File: config.mk
export PLATFORM = sky130hd
export DESIGN_NAME = dss_scheduler
export DESIGN_NICKNAME = d
export VERILOG_FILES = /design/src/core/dss_pkg.sv /design/src/core/dss_scheduler.sv
export SDC_FILE = /design/constraint.sdc
export NUM_CORES = 2
export LEC_CHECK = 0
export BUFFER_PORTS_ARGS = -buffer_cell sky130_fd_sc_hd__buf_2
export CAP_MARGIN = 0
export CELL_PAD_IN_SITES_DETAIL_PLACEMENT = 0
export CELL_PAD_IN_SITES_GLOBAL_PLACEMENT = 1
export CORE_UTILIZATION = 50
export DETAILED_ROUTE_END_ITERATION = 16
export HOLD_SLACK_MARGIN = 0.03
export PLACE_DENSITY_LB_ADDON = 0.05
export SYNTH_ARGS = -nofsm -noshare
export SYNTH_HDL_FRONTEND = slang
export SYNTH_SLANG_ARGS = --single-unit
export TNS_END_PERCENT = 100
File: constraint.sdc
create_clock -name sys_clk -period 74.7 [get_ports sys_clk]
set_input_delay 3.735 -clock sys_clk [delete_from_list [all_inputs] [get_ports sys_clk]]
set_output_delay 3.735 -clock sys_clk [all_outputs]
set_load 0.03 [all_outputs]
File: src/core/dss_pkg.sv
// Shared constants, types and register map of the dosing stroke scheduler.
package dss_pkg;
	localparam int CLK_PERIOD_NS = 10;
	localparam longint SECOND_NS = 1_000_000_000;
	localparam int SECOND_CYCLES = int'(SECOND_NS / CLK_PERIOD_NS);
	// One slot is the stroke period at full stroke frequency, a hundredth of the stroke period at 1%.
	localparam longint FULL_STROKE_NS = 500_000_000;
	localparam int SLOT_CYCLES = int'(FULL_STROKE_NS / 100 / CLK_PERIOD_NS);
	localparam logic [10:0] MINUTES_PER_DAY = 11'h05A0;
	localparam logic [5:0] SECONDS_PER_MINUTE = 6'h3C;
	// Currents are in units of 10 uA.
	localparam logic [11:0] CUR_UNDER = 12'h015E;
	localparam logic [11:0] CUR_4MA = 12'h0190;
	localparam logic [11:0] CUR_SPAN_4_20 = 12'h0640;
	localparam logic [11:0] CUR_20MA = 12'h07D0;
	localparam logic [11:0] CUR_OVER = 12'h0802;
	localparam logic [11:0] CUR_FAULT = 12'h09C4;
	localparam logic [6:0] PCT_FULL = 7'h64;
	localparam logic [6:0] PCT_BURST = 7'h1E;
	localparam logic [9:0] FACTOR_MAX = 10'h03E7;
	localparam logic [7:0] ADDR_CTRL = 8'h00;
	localparam logic [7:0] ADDR_INFUNC = 8'h04;
	localparam logic [7:0] ADDR_FACTOR = 8'h08;
	localparam logic [7:0] ADDR_POINT1 = 8'h0C;
	localparam logic [7:0] ADDR_POINT2 = 8'h10;
	localparam logic [7:0] ADDR_BATCH = 8'h14;
	localparam logic [7:0] ADDR_START = 8'h18;
	localparam logic [7:0] ADDR_CALIB = 8'h1C;
	localparam logic [7:0] ADDR_STATUS = 8'h20;
	localparam logic [7:0] ADDR_TIME = 8'h24;
	localparam logic [7:0] ADDR_REMAIN = 8'h28;
	localparam int CTRL_START_BIT = 16;
	localparam int CTRL_STOP_BIT = 17;
	localparam logic [31:0] CTRL_RESET = 32'h0000_0002;
	localparam logic [31:0] INFUNC_RESET = 32'h0000_0021;
	localparam logic [31:0] FACTOR_RESET = 32'h0000_0001;
	localparam logic [31:0] POINT1_RESET = 32'h000F_01F4;
	localparam logic [31:0] POINT2_RESET = 32'h0050_05DC;
	localparam logic [31:0] BATCH_RESET = 32'h0064_0064;
	localparam logic [31:0] START_RESET = 32'h0000_0000;
	localparam logic [31:0] CALIB_RESET = 32'h0000_0001;
	localparam logic [1:0] RESP_OKAY = 2'h0;
	localparam logic [1:0] RESP_SLVERR = 2'h2;

	typedef enum logic [2:0] {MODE_MANUAL, MODE_PULSE, MODE_ANALOG, MODE_BATCH, MODE_EXTERNAL}
		dss_mode_type;
	typedef enum logic [1:0] {SIG_4_20, SIG_0_20, SIG_ADJUST} dss_signal_type;
	typedef enum logic [1:0] {PULSE_ONE, PULSE_DIV, PULSE_MUL} dss_pulse_type;
	typedef enum logic [1:0] {BATCH_MANUAL, BATCH_TIMER, BATCH_EXT} dss_batch_type;
	typedef enum logic [2:0] {FN_OFF, FN_PULSE, FN_HALT, FN_BATCH, FN_ANALOG} dss_func_type;

	typedef struct packed {
		logic [13:0] spare;
		logic stop;
		logic start;
		logic [3:0] spare2;
		logic calibrated;
		dss_batch_type batchCtrl;
		logic memoryOn;
		dss_pulse_type pulseMode;
		dss_signal_type signalSel;
		logic burstOnly;
		dss_mode_type mode;
	} dss_ctrl_type;

	typedef struct packed {
		logic awvalid;
		logic [7:0] awaddr;
		logic wvalid;
		logic [31:0] wdata;
		logic [3:0] wstrb;
		logic bready;
		logic arvalid;
		logic [7:0] araddr;
		logic rready;
	} dss_axi_req_type;

	typedef struct packed {
		logic awready;
		logic wready;
		logic bvalid;
		logic [1:0] bresp;
		logic arready;
		logic rvalid;
		logic [31:0] rdata;
		logic [1:0] rresp;
	} dss_axi_rsp_type;
endpackage

File: src/core/dss_scheduler.sv
// Stroke scheduler: analog mapping, pulse strokes, batch starts and register slave.
//
// Added by the designer: register access over AXI4-Lite and the address map.
`timescale 1ns/100ps
`default_nettype none
module dss_scheduler #(
	parameter int SECOND_CYCLES = dss_pkg::SECOND_CYCLES,
	parameter int SLOT_CYCLES = dss_pkg::SLOT_CYCLES
) (
	input wire logic sys_clk,
	input wire logic reset_n,
	input wire dss_pkg::dss_axi_req_type axiReq,
	output dss_pkg::dss_axi_rsp_type axiRsp,
	input wire logic [11:0] controlCurrent,
	input wire logic [2:0] inputPins,
	input wire logic enterKey,
	input wire logic messagesShown,
	input wire logic powerLost,
	output logic strokeStart,
	output logic [6:0] motorSpeed,
	output logic batchFinished
);
	function automatic logic [6:0] dssScale(input logic [11:0] num, input logic [11:0] den,
		input logic [6:0] span);
		logic [18:0] prod;
		logic [18:0] quot;
		prod = 19'(num) * 19'(span);
		quot = (den == 12'h000) ? 19'(span) : prod / 19'(den);
		return (quot > 19'(span)) ? span : quot[6:0];
	endfunction

	function automatic logic [31:0] dssMerge(input logic [31:0] old, input logic [31:0] data,
		input logic [3:0] strb);
		logic [31:0] res;
		res = old;
		for (int i = 0; i < 4; i++) begin
			if (strb[i]) begin
				res[8*i +: 8] = data[8*i +: 8];
			end
		end
		return res;
	endfunction

	function automatic logic [1:0] dssCount(input logic [2:0] bits);
		return 2'(bits[0]) + 2'(bits[1]) + 2'(bits[2]);
	endfunction

	// Bus slave state.
	dss_pkg::dss_axi_rsp_type rsp_q, rsp_d;
	logic awHeld_q, wHeld_q;
	logic [7:0] awAddr_q;
	logic [31:0] wData_q;
	logic [3:0] wStrb_q;
	logic [31:0] ctrl_q, inFunc_q, factor_q, point1_q, point2_q, batch_q, start_q, calib_q;

	wire awFire = axiReq.awvalid & rsp_q.awready;
	wire wFire = axiReq.wvalid & rsp_q.wready;
	wire bFire = rsp_q.bvalid & axiReq.bready;
	wire arFire = axiReq.arvalid & rsp_q.arready;
	wire rFire = rsp_q.rvalid & axiReq.rready;
	wire doWrite = awHeld_q & wHeld_q & ~rsp_q.bvalid;
	wire awHeld_d = (awHeld_q | awFire) & ~doWrite;
	wire wHeld_d = (wHeld_q | wFire) & ~doWrite;
	wire writeMapped = (awAddr_q <= dss_pkg::ADDR_CALIB) & (awAddr_q[1:0] == 2'h0);
	wire [31:0] wrMerged = dssMerge(32'h0000_0000, wData_q, wStrb_q);
	wire writeCtrl = doWrite & (awAddr_q == dss_pkg::ADDR_CTRL);
	wire startCmd = writeCtrl & wrMerged[dss_pkg::CTRL_START_BIT];
	wire stopCmd = writeCtrl & wrMerged[dss_pkg::CTRL_STOP_BIT];

	dss_pkg::dss_ctrl_type ctrl;
	assign ctrl = dss_pkg::dss_ctrl_type'(ctrl_q);
	wire [11:0] firstPointCurrent = point1_q[11:0];
	wire [6:0] firstPointFrequency = point1_q[22:16];
	wire [11:0] secondPointCurrent = point2_q[11:0];
	wire [6:0] secondPointFrequency = point2_q[22:16];
	wire [9:0] pulseFactor = factor_q[9:0];

	// Function assignment of each input, decoded once per input.
	logic [2:0] isPulse, isHalt, isBatch, isAnalog;
	genvar g;
	generate
		for (g = 0; g < 3; g++) begin : gFunc
			wire dss_pkg::dss_func_type fn = dss_pkg::dss_func_type'(inFunc_q[3*g +: 3]);
			assign isPulse[g] = (fn == dss_pkg::FN_PULSE);
			assign isHalt[g] = (fn == dss_pkg::FN_HALT);
			assign isBatch[g] = (fn == dss_pkg::FN_BATCH);
			assign isAnalog[g] = (fn == dss_pkg::FN_ANALOG);
		end
	endgenerate

	logic [2:0] inPrev_q;
	wire [2:0] inRise = inputPins & ~inPrev_q;
	wire remoteHalt = |(inputPins & isHalt);
	wire pulseUsable = |isPulse;
	wire extBatchUsable = |isBatch;
	wire [1:0] pulseCount = dssCount(inRise & isPulse);

	// Analog mapping.
	logic running_q, fault_q, stopSeen_q;
	wire isAnalogMode = (ctrl.mode == dss_pkg::MODE_ANALOG);
	wire sel420 = (ctrl.signalSel == dss_pkg::SIG_4_20);
	wire analogOn = isAnalogMode & (|isAnalog) & ~fault_q;
	wire underRange = analogOn & sel420 & (controlCurrent < dss_pkg::CUR_UNDER);
	wire overRange = analogOn & sel420 & (controlCurrent > dss_pkg::CUR_OVER);
	wire faultSet = analogOn & (controlCurrent > dss_pkg::CUR_FAULT);
	wire [6:0] freq420 = (controlCurrent <= dss_pkg::CUR_4MA) ? 7'h00 :
		(controlCurrent >= dss_pkg::CUR_20MA) ? dss_pkg::PCT_FULL :
		dssScale(controlCurrent - dss_pkg::CUR_4MA, dss_pkg::CUR_SPAN_4_20,
		dss_pkg::PCT_FULL);
	wire [6:0] freq020 = dssScale(controlCurrent, dss_pkg::CUR_20MA, dss_pkg::PCT_FULL);
	wire [11:0] adjOffset = controlCurrent - firstPointCurrent;
	wire [11:0] adjSpan = secondPointCurrent - firstPointCurrent;
	wire rising = secondPointFrequency >= firstPointFrequency;
	wire [6:0] adjDelta = dssScale(adjOffset, adjSpan, rising ?
		(secondPointFrequency - firstPointFrequency) :
		(firstPointFrequency - secondPointFrequency));
	wire [6:0] adjInner = rising ? firstPointFrequency + adjDelta :
		firstPointFrequency - adjDelta;
	wire [6:0] adjRaw = (controlCurrent < firstPointCurrent) ? 7'h00 :
		(controlCurrent >= secondPointCurrent) ? secondPointFrequency : adjInner;
	wire [6:0] freqAdj = (adjRaw > dss_pkg::PCT_FULL) ? dss_pkg::PCT_FULL : adjRaw;
	wire [6:0] analogFreq = ~analogOn ? 7'h00 : sel420 ? freq420 :
		(ctrl.signalSel == dss_pkg::SIG_0_20) ? freq020 : freqAdj;

	// Time of day and batch start.
	logic [26:0] secCnt_q;
	logic [5:0] secOfMin_q;
	logic [10:0] timeOfDay_q;
	logic matchPrev_q, batchActive_q;
	logic [15:0] remain_q;
	wire secTick = (secCnt_q == 27'(SECOND_CYCLES - 1));
	wire minTick = secTick & (secOfMin_q == dss_pkg::SECONDS_PER_MINUTE - 6'h01);
	wire isBatchMode = (ctrl.mode == dss_pkg::MODE_BATCH);
	wire timeMatch = (ctrl.batchCtrl == dss_pkg::BATCH_TIMER) &
		(timeOfDay_q == start_q[10:0]);
	wire extTrigger = (ctrl.batchCtrl == dss_pkg::BATCH_EXT) & extBatchUsable &
		(|(inRise & isBatch));
	wire batchTrigger = isBatchMode & running_q & ~batchActive_q & (
		((ctrl.batchCtrl == dss_pkg::BATCH_MANUAL) & enterKey & messagesShown) |
		(timeMatch & ~matchPrev_q) |
		extTrigger);
	wire [15:0] strokeUnits = ctrl.calibrated ? calib_q[15:0] : 16'h0001;

	// Pulse backlog.
	logic [9:0] backlog_q, divCnt_q;
	wire isPulseMode = (ctrl.mode == dss_pkg::MODE_PULSE) & pulseUsable;
	wire [10:0] divSum = 11'(divCnt_q) + 11'(pulseCount);
	// The divider only counts in divide mode, so no stale count survives a mode change.
	wire isDivMode = isPulseMode & (ctrl.pulseMode == dss_pkg::PULSE_DIV);
	wire divHit = (pulseCount != 2'h0) & (divSum >= 11'(pulseFactor));
	wire [9:0] divCnt_d = ~isDivMode ? 10'h000 :
		(divHit ? 10'(divSum - 11'(pulseFactor)) : divSum[9:0]);
	wire [11:0] addMul = 12'(pulseFactor) * 12'(ctrl.memoryOn ? pulseCount : 2'(|pulseCount));
	wire [11:0] addRaw = (ctrl.pulseMode == dss_pkg::PULSE_MUL) ? addMul :
		(ctrl.pulseMode == dss_pkg::PULSE_DIV) ? 12'(divHit) :
		(ctrl.memoryOn ? 12'(pulseCount) : 12'(|pulseCount));
	wire pulseAccept = isPulseMode & (ctrl.memoryOn | backlog_q == 10'h000);
	wire [11:0] pulseAdd = pulseAccept ? addRaw : 12'h000;

	// Stroke engine.
	logic [22:0] slotCnt_q;
	logic [6:0] acc_q;
	wire slotTick = (slotCnt_q == 23'(SLOT_CYCLES - 1));
	wire halted = ~running_q | remoteHalt | overRange | fault_q;
	wire [6:0] demandFreq = isAnalogMode ? analogFreq :
		isBatchMode ? (batchActive_q ? batch_q[22:16] : 7'h00) :
		(isPulseMode & backlog_q != 10'h000) ? dss_pkg::PCT_FULL : 7'h00;
	wire [7:0] accSum = 8'(acc_q) + 8'(demandFreq);
	wire [6:0] accNext = (accSum > 8'(dss_pkg::PCT_FULL)) ? dss_pkg::PCT_FULL : accSum[6:0];
	// The accumulator spaces strokes; lower frequency lengthens the gap, and in analog mode without burstOnly motorSpeed follows it down to PCT_BURST.
	wire fire = ~halted & (demandFreq != 7'h00) & (acc_q == dss_pkg::PCT_FULL);
	wire [6:0] acc_d = (halted | demandFreq == 7'h00 | fire) ? 7'h00 :
		(slotTick ? accNext : acc_q);
	wire [12:0] backlogSum = 13'(backlog_q) - 13'(fire & isPulseMode) + 13'(pulseAdd);
	wire [9:0] backlog_d = ~isPulseMode ? 10'h000 :
		(backlogSum > 13'(dss_pkg::FACTOR_MAX)) ? dss_pkg::FACTOR_MAX :
		backlogSum[9:0];
	wire batchLast = fire & isBatchMode & batchActive_q & (remain_q <= strokeUnits);
	wire [6:0] speed_d = halted ? 7'h00 : (isAnalogMode & ~ctrl.burstOnly &
		analogFreq >= dss_pkg::PCT_BURST) ? analogFreq : dss_pkg::PCT_FULL;

	wire [31:0] statusWord = {6'h00, backlog_q, 2'h0, extBatchUsable, pulseUsable,
		batchActive_q, running_q, fault_q, overRange, underRange, demandFreq};
	logic [31:0] rdWord;
	logic rdMapped;
	always_comb begin
		rdMapped = 1'b1;
		unique case (axiReq.araddr)
			dss_pkg::ADDR_CTRL: rdWord = ctrl_q & 32'h0000_0FFF;
			dss_pkg::ADDR_INFUNC: rdWord = inFunc_q;
			dss_pkg::ADDR_FACTOR: rdWord = factor_q;
			dss_pkg::ADDR_POINT1: rdWord = point1_q;
			dss_pkg::ADDR_POINT2: rdWord = point2_q;
			dss_pkg::ADDR_BATCH: rdWord = batch_q;
			dss_pkg::ADDR_START: rdWord = start_q;
			dss_pkg::ADDR_CALIB: rdWord = calib_q;
			dss_pkg::ADDR_STATUS: rdWord = statusWord;
			dss_pkg::ADDR_TIME: rdWord = {21'h00_0000, timeOfDay_q};
			dss_pkg::ADDR_REMAIN: rdWord = {16'h0000, remain_q};
			default: begin
				rdWord = 32'h0000_0000;
				rdMapped = 1'b0;
			end
		endcase
	end

	always_comb begin
		rsp_d = rsp_q;
		rsp_d.bvalid = doWrite | (rsp_q.bvalid & ~bFire);
		if (doWrite) begin
			rsp_d.bresp = writeMapped ? dss_pkg::RESP_OKAY : dss_pkg::RESP_SLVERR;
		end
		rsp_d.awready = ~awHeld_d & ~rsp_d.bvalid;
		rsp_d.wready = ~wHeld_d & ~rsp_d.bvalid;
		rsp_d.rvalid = arFire | (rsp_q.rvalid & ~rFire);
		if (arFire) begin
			rsp_d.rdata = rdWord;
			rsp_d.rresp = rdMapped ? dss_pkg::RESP_OKAY : dss_pkg::RESP_SLVERR;
		end
		rsp_d.arready = ~rsp_d.rvalid;
	end
	assign axiRsp = rsp_q;

	always_ff @(posedge sys_clk or negedge reset_n) begin
		if (!reset_n) begin
			rsp_q <= '0;
			awHeld_q <= 1'b0;
			wHeld_q <= 1'b0;
			awAddr_q <= 8'h00;
			wData_q <= 32'h0000_0000;
			wStrb_q <= 4'h0;
		end else begin
			rsp_q <= rsp_d;
			awHeld_q <= awHeld_d;
			wHeld_q <= wHeld_d;
			if (awFire) begin
				awAddr_q <= axiReq.awaddr;
			end
			if (wFire) begin
				wData_q <= axiReq.wdata;
				wStrb_q <= axiReq.wstrb;
			end
		end
	end

	// Command bits in the control word act once and are never stored.
	always_ff @(posedge sys_clk or negedge reset_n) begin
		if (!reset_n) begin
			ctrl_q <= dss_pkg::CTRL_RESET;
			inFunc_q <= dss_pkg::INFUNC_RESET;
			factor_q <= dss_pkg::FACTOR_RESET;
			point1_q <= dss_pkg::POINT1_RESET;
			point2_q <= dss_pkg::POINT2_RESET;
			batch_q <= dss_pkg::BATCH_RESET;
			start_q <= dss_pkg::START_RESET;
			calib_q <= dss_pkg::CALIB_RESET;
		end else if (doWrite) begin
			unique case (awAddr_q)
				dss_pkg::ADDR_CTRL: ctrl_q <= dssMerge(ctrl_q, wData_q, wStrb_q) & 32'h0000_0FFF;
				dss_pkg::ADDR_INFUNC: inFunc_q <= dssMerge(inFunc_q, wData_q, wStrb_q) & 32'h0000_01FF;
				dss_pkg::ADDR_FACTOR: begin
					factor_q <= dssMerge(factor_q, wData_q, wStrb_q) & 32'h0000_03FF;
					if (dssMerge(factor_q, wData_q, wStrb_q) > 32'(dss_pkg::FACTOR_MAX)) begin
						factor_q <= 32'(dss_pkg::FACTOR_MAX);
					end else if (dssMerge(factor_q, wData_q, wStrb_q) == 32'h0000_0000) begin
						factor_q <= dss_pkg::FACTOR_RESET;
					end
				end
				dss_pkg::ADDR_POINT1: point1_q <= dssMerge(point1_q, wData_q, wStrb_q) & 32'h007F_0FFF;
				dss_pkg::ADDR_POINT2: point2_q <= dssMerge(point2_q, wData_q, wStrb_q) & 32'h007F_0FFF;
				dss_pkg::ADDR_BATCH: batch_q <= dssMerge(batch_q, wData_q, wStrb_q) & 32'h007F_FFFF;
				dss_pkg::ADDR_START: start_q <= dssMerge(start_q, wData_q, wStrb_q) & 32'h0000_07FF;
				dss_pkg::ADDR_CALIB: calib_q <= dssMerge(calib_q, wData_q, wStrb_q) & 32'h0000_FFFF;
				default: ;
			endcase
		end
	end

	// Run state; the analog fault needs a stop and then a start to clear.
	always_ff @(posedge sys_clk or negedge reset_n) begin
		if (!reset_n) begin
			running_q <= 1'b0;
			fault_q <= 1'b0;
			stopSeen_q <= 1'b0;
		end else begin
			running_q <= (running_q | startCmd) & ~stopCmd;
			fault_q <= faultSet | (fault_q & ~(startCmd & stopSeen_q));
			stopSeen_q <= fault_q & (stopSeen_q | stopCmd) & ~startCmd;
		end
	end

	always_ff @(posedge sys_clk or negedge reset_n) begin
		if (!reset_n) begin
			secCnt_q <= 27'h000_0000;
			secOfMin_q <= 6'h00;
			timeOfDay_q <= 11'h000;
			matchPrev_q <= 1'b0;
		end else if (powerLost) begin
			secCnt_q <= 27'h000_0000;
			secOfMin_q <= 6'h00;
			timeOfDay_q <= 11'h000;
			matchPrev_q <= 1'b0;
		end else begin
			secCnt_q <= secTick ? 27'h000_0000 : secCnt_q + 27'h000_0001;
			if (secTick) begin
				secOfMin_q <= minTick ? 6'h00 : secOfMin_q + 6'h01;
			end
			if (minTick) begin
				timeOfDay_q <= (timeOfDay_q == dss_pkg::MINUTES_PER_DAY - 11'h001) ? 11'h000 :
					timeOfDay_q + 11'h001;
			end
			matchPrev_q <= timeMatch;
		end
	end

	always_ff @(posedge sys_clk or negedge reset_n) begin
		if (!reset_n) begin
			batchActive_q <= 1'b0;
			remain_q <= 16'h0000;
			batchFinished <= 1'b0;
		end else begin
			if (batchTrigger) begin
				batchActive_q <= 1'b1;
				remain_q <= batch_q[15:0];
				batchFinished <= 1'b0;
			end else if (batchLast | ~isBatchMode) begin
				batchActive_q <= 1'b0;
				remain_q <= 16'h0000;
				batchFinished <= batchLast | (batchFinished & isBatchMode);
			end else if (fire & batchActive_q) begin
				remain_q <= remain_q - strokeUnits;
			end
		end
	end

	always_ff @(posedge sys_clk or negedge reset_n) begin
		if (!reset_n) begin
			inPrev_q <= 3'h0;
			backlog_q <= 10'h000;
			divCnt_q <= 10'h000;
			slotCnt_q <= 23'h00_0000;
			acc_q <= 7'h00;
			strokeStart <= 1'b0;
			motorSpeed <= 7'h00;
		end else begin
			inPrev_q <= inputPins;
			backlog_q <= backlog_d;
			divCnt_q <= (pulseAccept | ~isDivMode) ? divCnt_d : divCnt_q;
			slotCnt_q <= slotTick ? 23'h00_0000 : slotCnt_q + 23'h00_0001;
			acc_q <= acc_d;
			strokeStart <= fire;
			motorSpeed <= speed_d;
		end
	end
endmodule
`default_nettype wire

==> results.md <==
* Outcome: finished, final reports clean
* TritonCTS clock tree: yes
* Slew headroom at 24.3%
* # clock sinks at 325
* Crit-path max FO at 27
* Post-CTS Setup Bufs at 0
* Mapped cell area at 42,300 um2
* Core area at 83,700 um2
* IO buf count at 118
* Period utilization at 90.5%
* Avg WL per Cell at 21.3 um
* Critical path endpoint category: register
* Main area contributors after synthesis: dfrtp_1 17%, ha_1 13%, mux2_2 4.9%, nor2_1 4.2%, xnor2_1 4.2%
* Max Freq at 14.8 MHz
* Reg clk slew, reported paths at 0.07 ns
* First drt pass iteration count at 9
* Syn avg cell area at 8.13 um2
* Crit Path Class: in -> reg
* Initial Util at 50.6%
* Hold Crit Class: reg -> reg
* Chip width at 293 um
* Clock tree root buffer cell: clkbuf_16
* Critical path required time at 75.11 ns
* WL final at 137 mm
* Number of gates resized after cts at 0
* Routability Congestion at 0.937
* Overall routing resource usage at 31.1%
* First-pass GRT wire length at 215 mm
* Async set-reset flop share out of synthesis at 100%
* Slew Limit Fails at 0
* Post-synth top area cell: dfrtp_1
* Via count at 40,077
* Slowest stage delay, CP at 0.86 ns
* Final hold violations at 0
* Maxcap violations at 0
* Slew @ Worst Pin at 1.13 ns
* Drt first-iter violations at 3,236
* Clock Latency Late Sink at 0.59 ns
* Critical-path top delay cell: a311oi_1
* Cells after Synth at 5,204
* Ys flop type: dfrtp_1
* Post-CTS Hold Fix Bufs at 0
* CTS max path bufs at 3
* Gr ovfl total at 0
* Antenna violations before repair at 0
* WP buf/inv at 13
* Post-route DRC at 0
* DIE HEIGHT at 293 um
* Area Overhead vs Synth at 6.65%
* Layout cells sized above 1 at 11.5%
* Htree depth at 1
* Synth top area share at 17.4%
* Largest net degree at the start of global routing at 113
* Setup Skew at 0.0284 ns
* Post-synth EDFFs at 0
* Row count at 106
* Vias per cell at 6.26
* Synthesized flop and latch total at 325
* CP startpoint kind: primary input
* Io pins at 127
* Sum Neg Setup Slack at 0 ns
* Post-detailed-route count of antenna-violating nets at 0
* CP arrival at 68.00 ns
* Vias in the first global route at 37,826
* Nets at 5,828
* Most common cell in the synthesized netlist: nor2_1
* CP most frequent cell: o21a_1
* Post-synthesis sequential area ratio at 19.3%
* YS warnings at 0
* Post-DP HPWL at 108 mm
* Final Setup Violations at 0
* DIE AREA at 85,800 um2
* Post-synth top cells: 474 x nor2_1, 432 x nand2_1, 429 x ha_1
* RSZ-0062 raised after global routing: no
* Number of buffers created by CTS at 30
* Synth cell types at 135
* # diodes at 0
* Worst path top cell family by delay: compound AO/OA/AOI/OAI gates
* Min cycle time layout at 67.59 ns
[flip-flops by register name (all words and copies together), names as in the netlist, 9 cells and up]
register / flops
axiRsp: 33
wData_q: 32
secCnt_q: 27
batch_q: 23
slotCnt_q: 23
point1_q: 19
point2_q: 19
calib_q: 16
remain_q: 16
ctrl: 12
start_q: 11
timeOfDay_q: 11
backlog_q: 10
divCnt_q: 10
factor_q: 10
inFunc_q: 9
[per-layer routing]
layer,up-vias,share of wire [%],track usage [%]
met2,1266,45,51.0
met3,221,5.5,2.58
met1,19153,45,42.9
met4,0,3.8,10.6
met5,-,0,0
li1,19437,-,-
[metrics by stage]
step	cells	util, %	hold slack, ns	setup WS [ns]	cell area [um2]
after floorplan	5211	-	0.446	12.98	42400
after global placement	6349	52.8	0.461	8.87	44200
after detailed placement	6349	52.8	0.465	7.30	44200
after CTS	6405	53.9	0.479	7.70	45100
after global routing	6405	53.9	0.506	1.02	45100
final	6405	53.9	0.471	7.11	45100
[cell usage in the layout (no fill, tap or decap), drive strengths merged, types with 75 or more instances in the layout]
master | netlist | routed
inv | 276 | 278
nor3 | 207 | 207
xnor2 | 210 | 210
nand4 | 78 | 78
nor2 | 475 | 475
o21ai | 301 | 301
buf | 46 | 176
a21o | 102 | 102
nand2 | 432 | 432
ha | 429 | 429
dfrtp | 295 | 295
mux2 | 192 | 192
fa | 75 | 75
nand3 | 141 | 141
xor2 | 110 | 110
o21a | 141 | 141
a21oi | 261 | 261
[worst paths after layout]
kind                       slack (ns)            to               from  depth (start not counted)
max                              7.11  backlog_q[1]  controlCurrent[0]                        297
min                              0.47    axiRsp[15]         axiRsp[15]                          2
max reg2reg                      7.70  backlog_q[1]       point1_q[16]                        305
min reg2reg                      0.47    axiRsp[15]         axiRsp[15]                          2
max in group asynchronous       69.12    axiRsp[34]            reset_n                          3
min in group asynchronous        3.18  secCnt_q[22]            reset_n                          1
[cell type report]
| cell class | count | area [um2] |
|---|---|---|
| Clock buffer | 37 | 818 |
| Clock inverter | 19 | 176 |
| Fill cell | 8119 | 38500 |
| Inverter | 278 | 1040 |
| Multi-Input combinational cell | 4436 | 32500 |
| Sequential cell | 325 | 8170 |
| Tap cell | 1134 | 1420 |
| Timing Repair Buffer | 176 | 1040 |
[worst reg2reg max path: cells and delay by family, from the launching register on]
kind | cells | cell delay [ns]
AND/OR/NAND/NOR | 54 | 10.76
flip-flops | 1 | 0.65
AO/OA/AOI/OAI | 197 | 40.81
multiplexers | 4 | 1.46
buffers and inverters | 15 | 2.30
adder cells (fa/ha/maj) | 30 | 10.15
XOR/XNOR | 5 | 0.76
[kinds of logic (layout without fill, tap and decap cells)]
| group | after synthesis | after routing | synth area share (%) |
|---|---|---|---|
| xor+xnor | 320 | 320 | 6.78 |
| flops | 325 | 325 | 19.3 |
| buf+inv | 450 | 510 | 4.18 |
| compound gates | 1493 | 1493 | 25.0 |
| simple gates | 1863 | 1863 | 22.0 |
| fa+ha+maj | 506 | 506 | 16.3 |
| other cells | 1 | 8 | 0.00886 |
| mux | 246 | 246 | 6.41 |
Power is left out: the tool's default activity adds up to more than one toggle a clock period on the data nets, which glitch-free logic cannot reach.
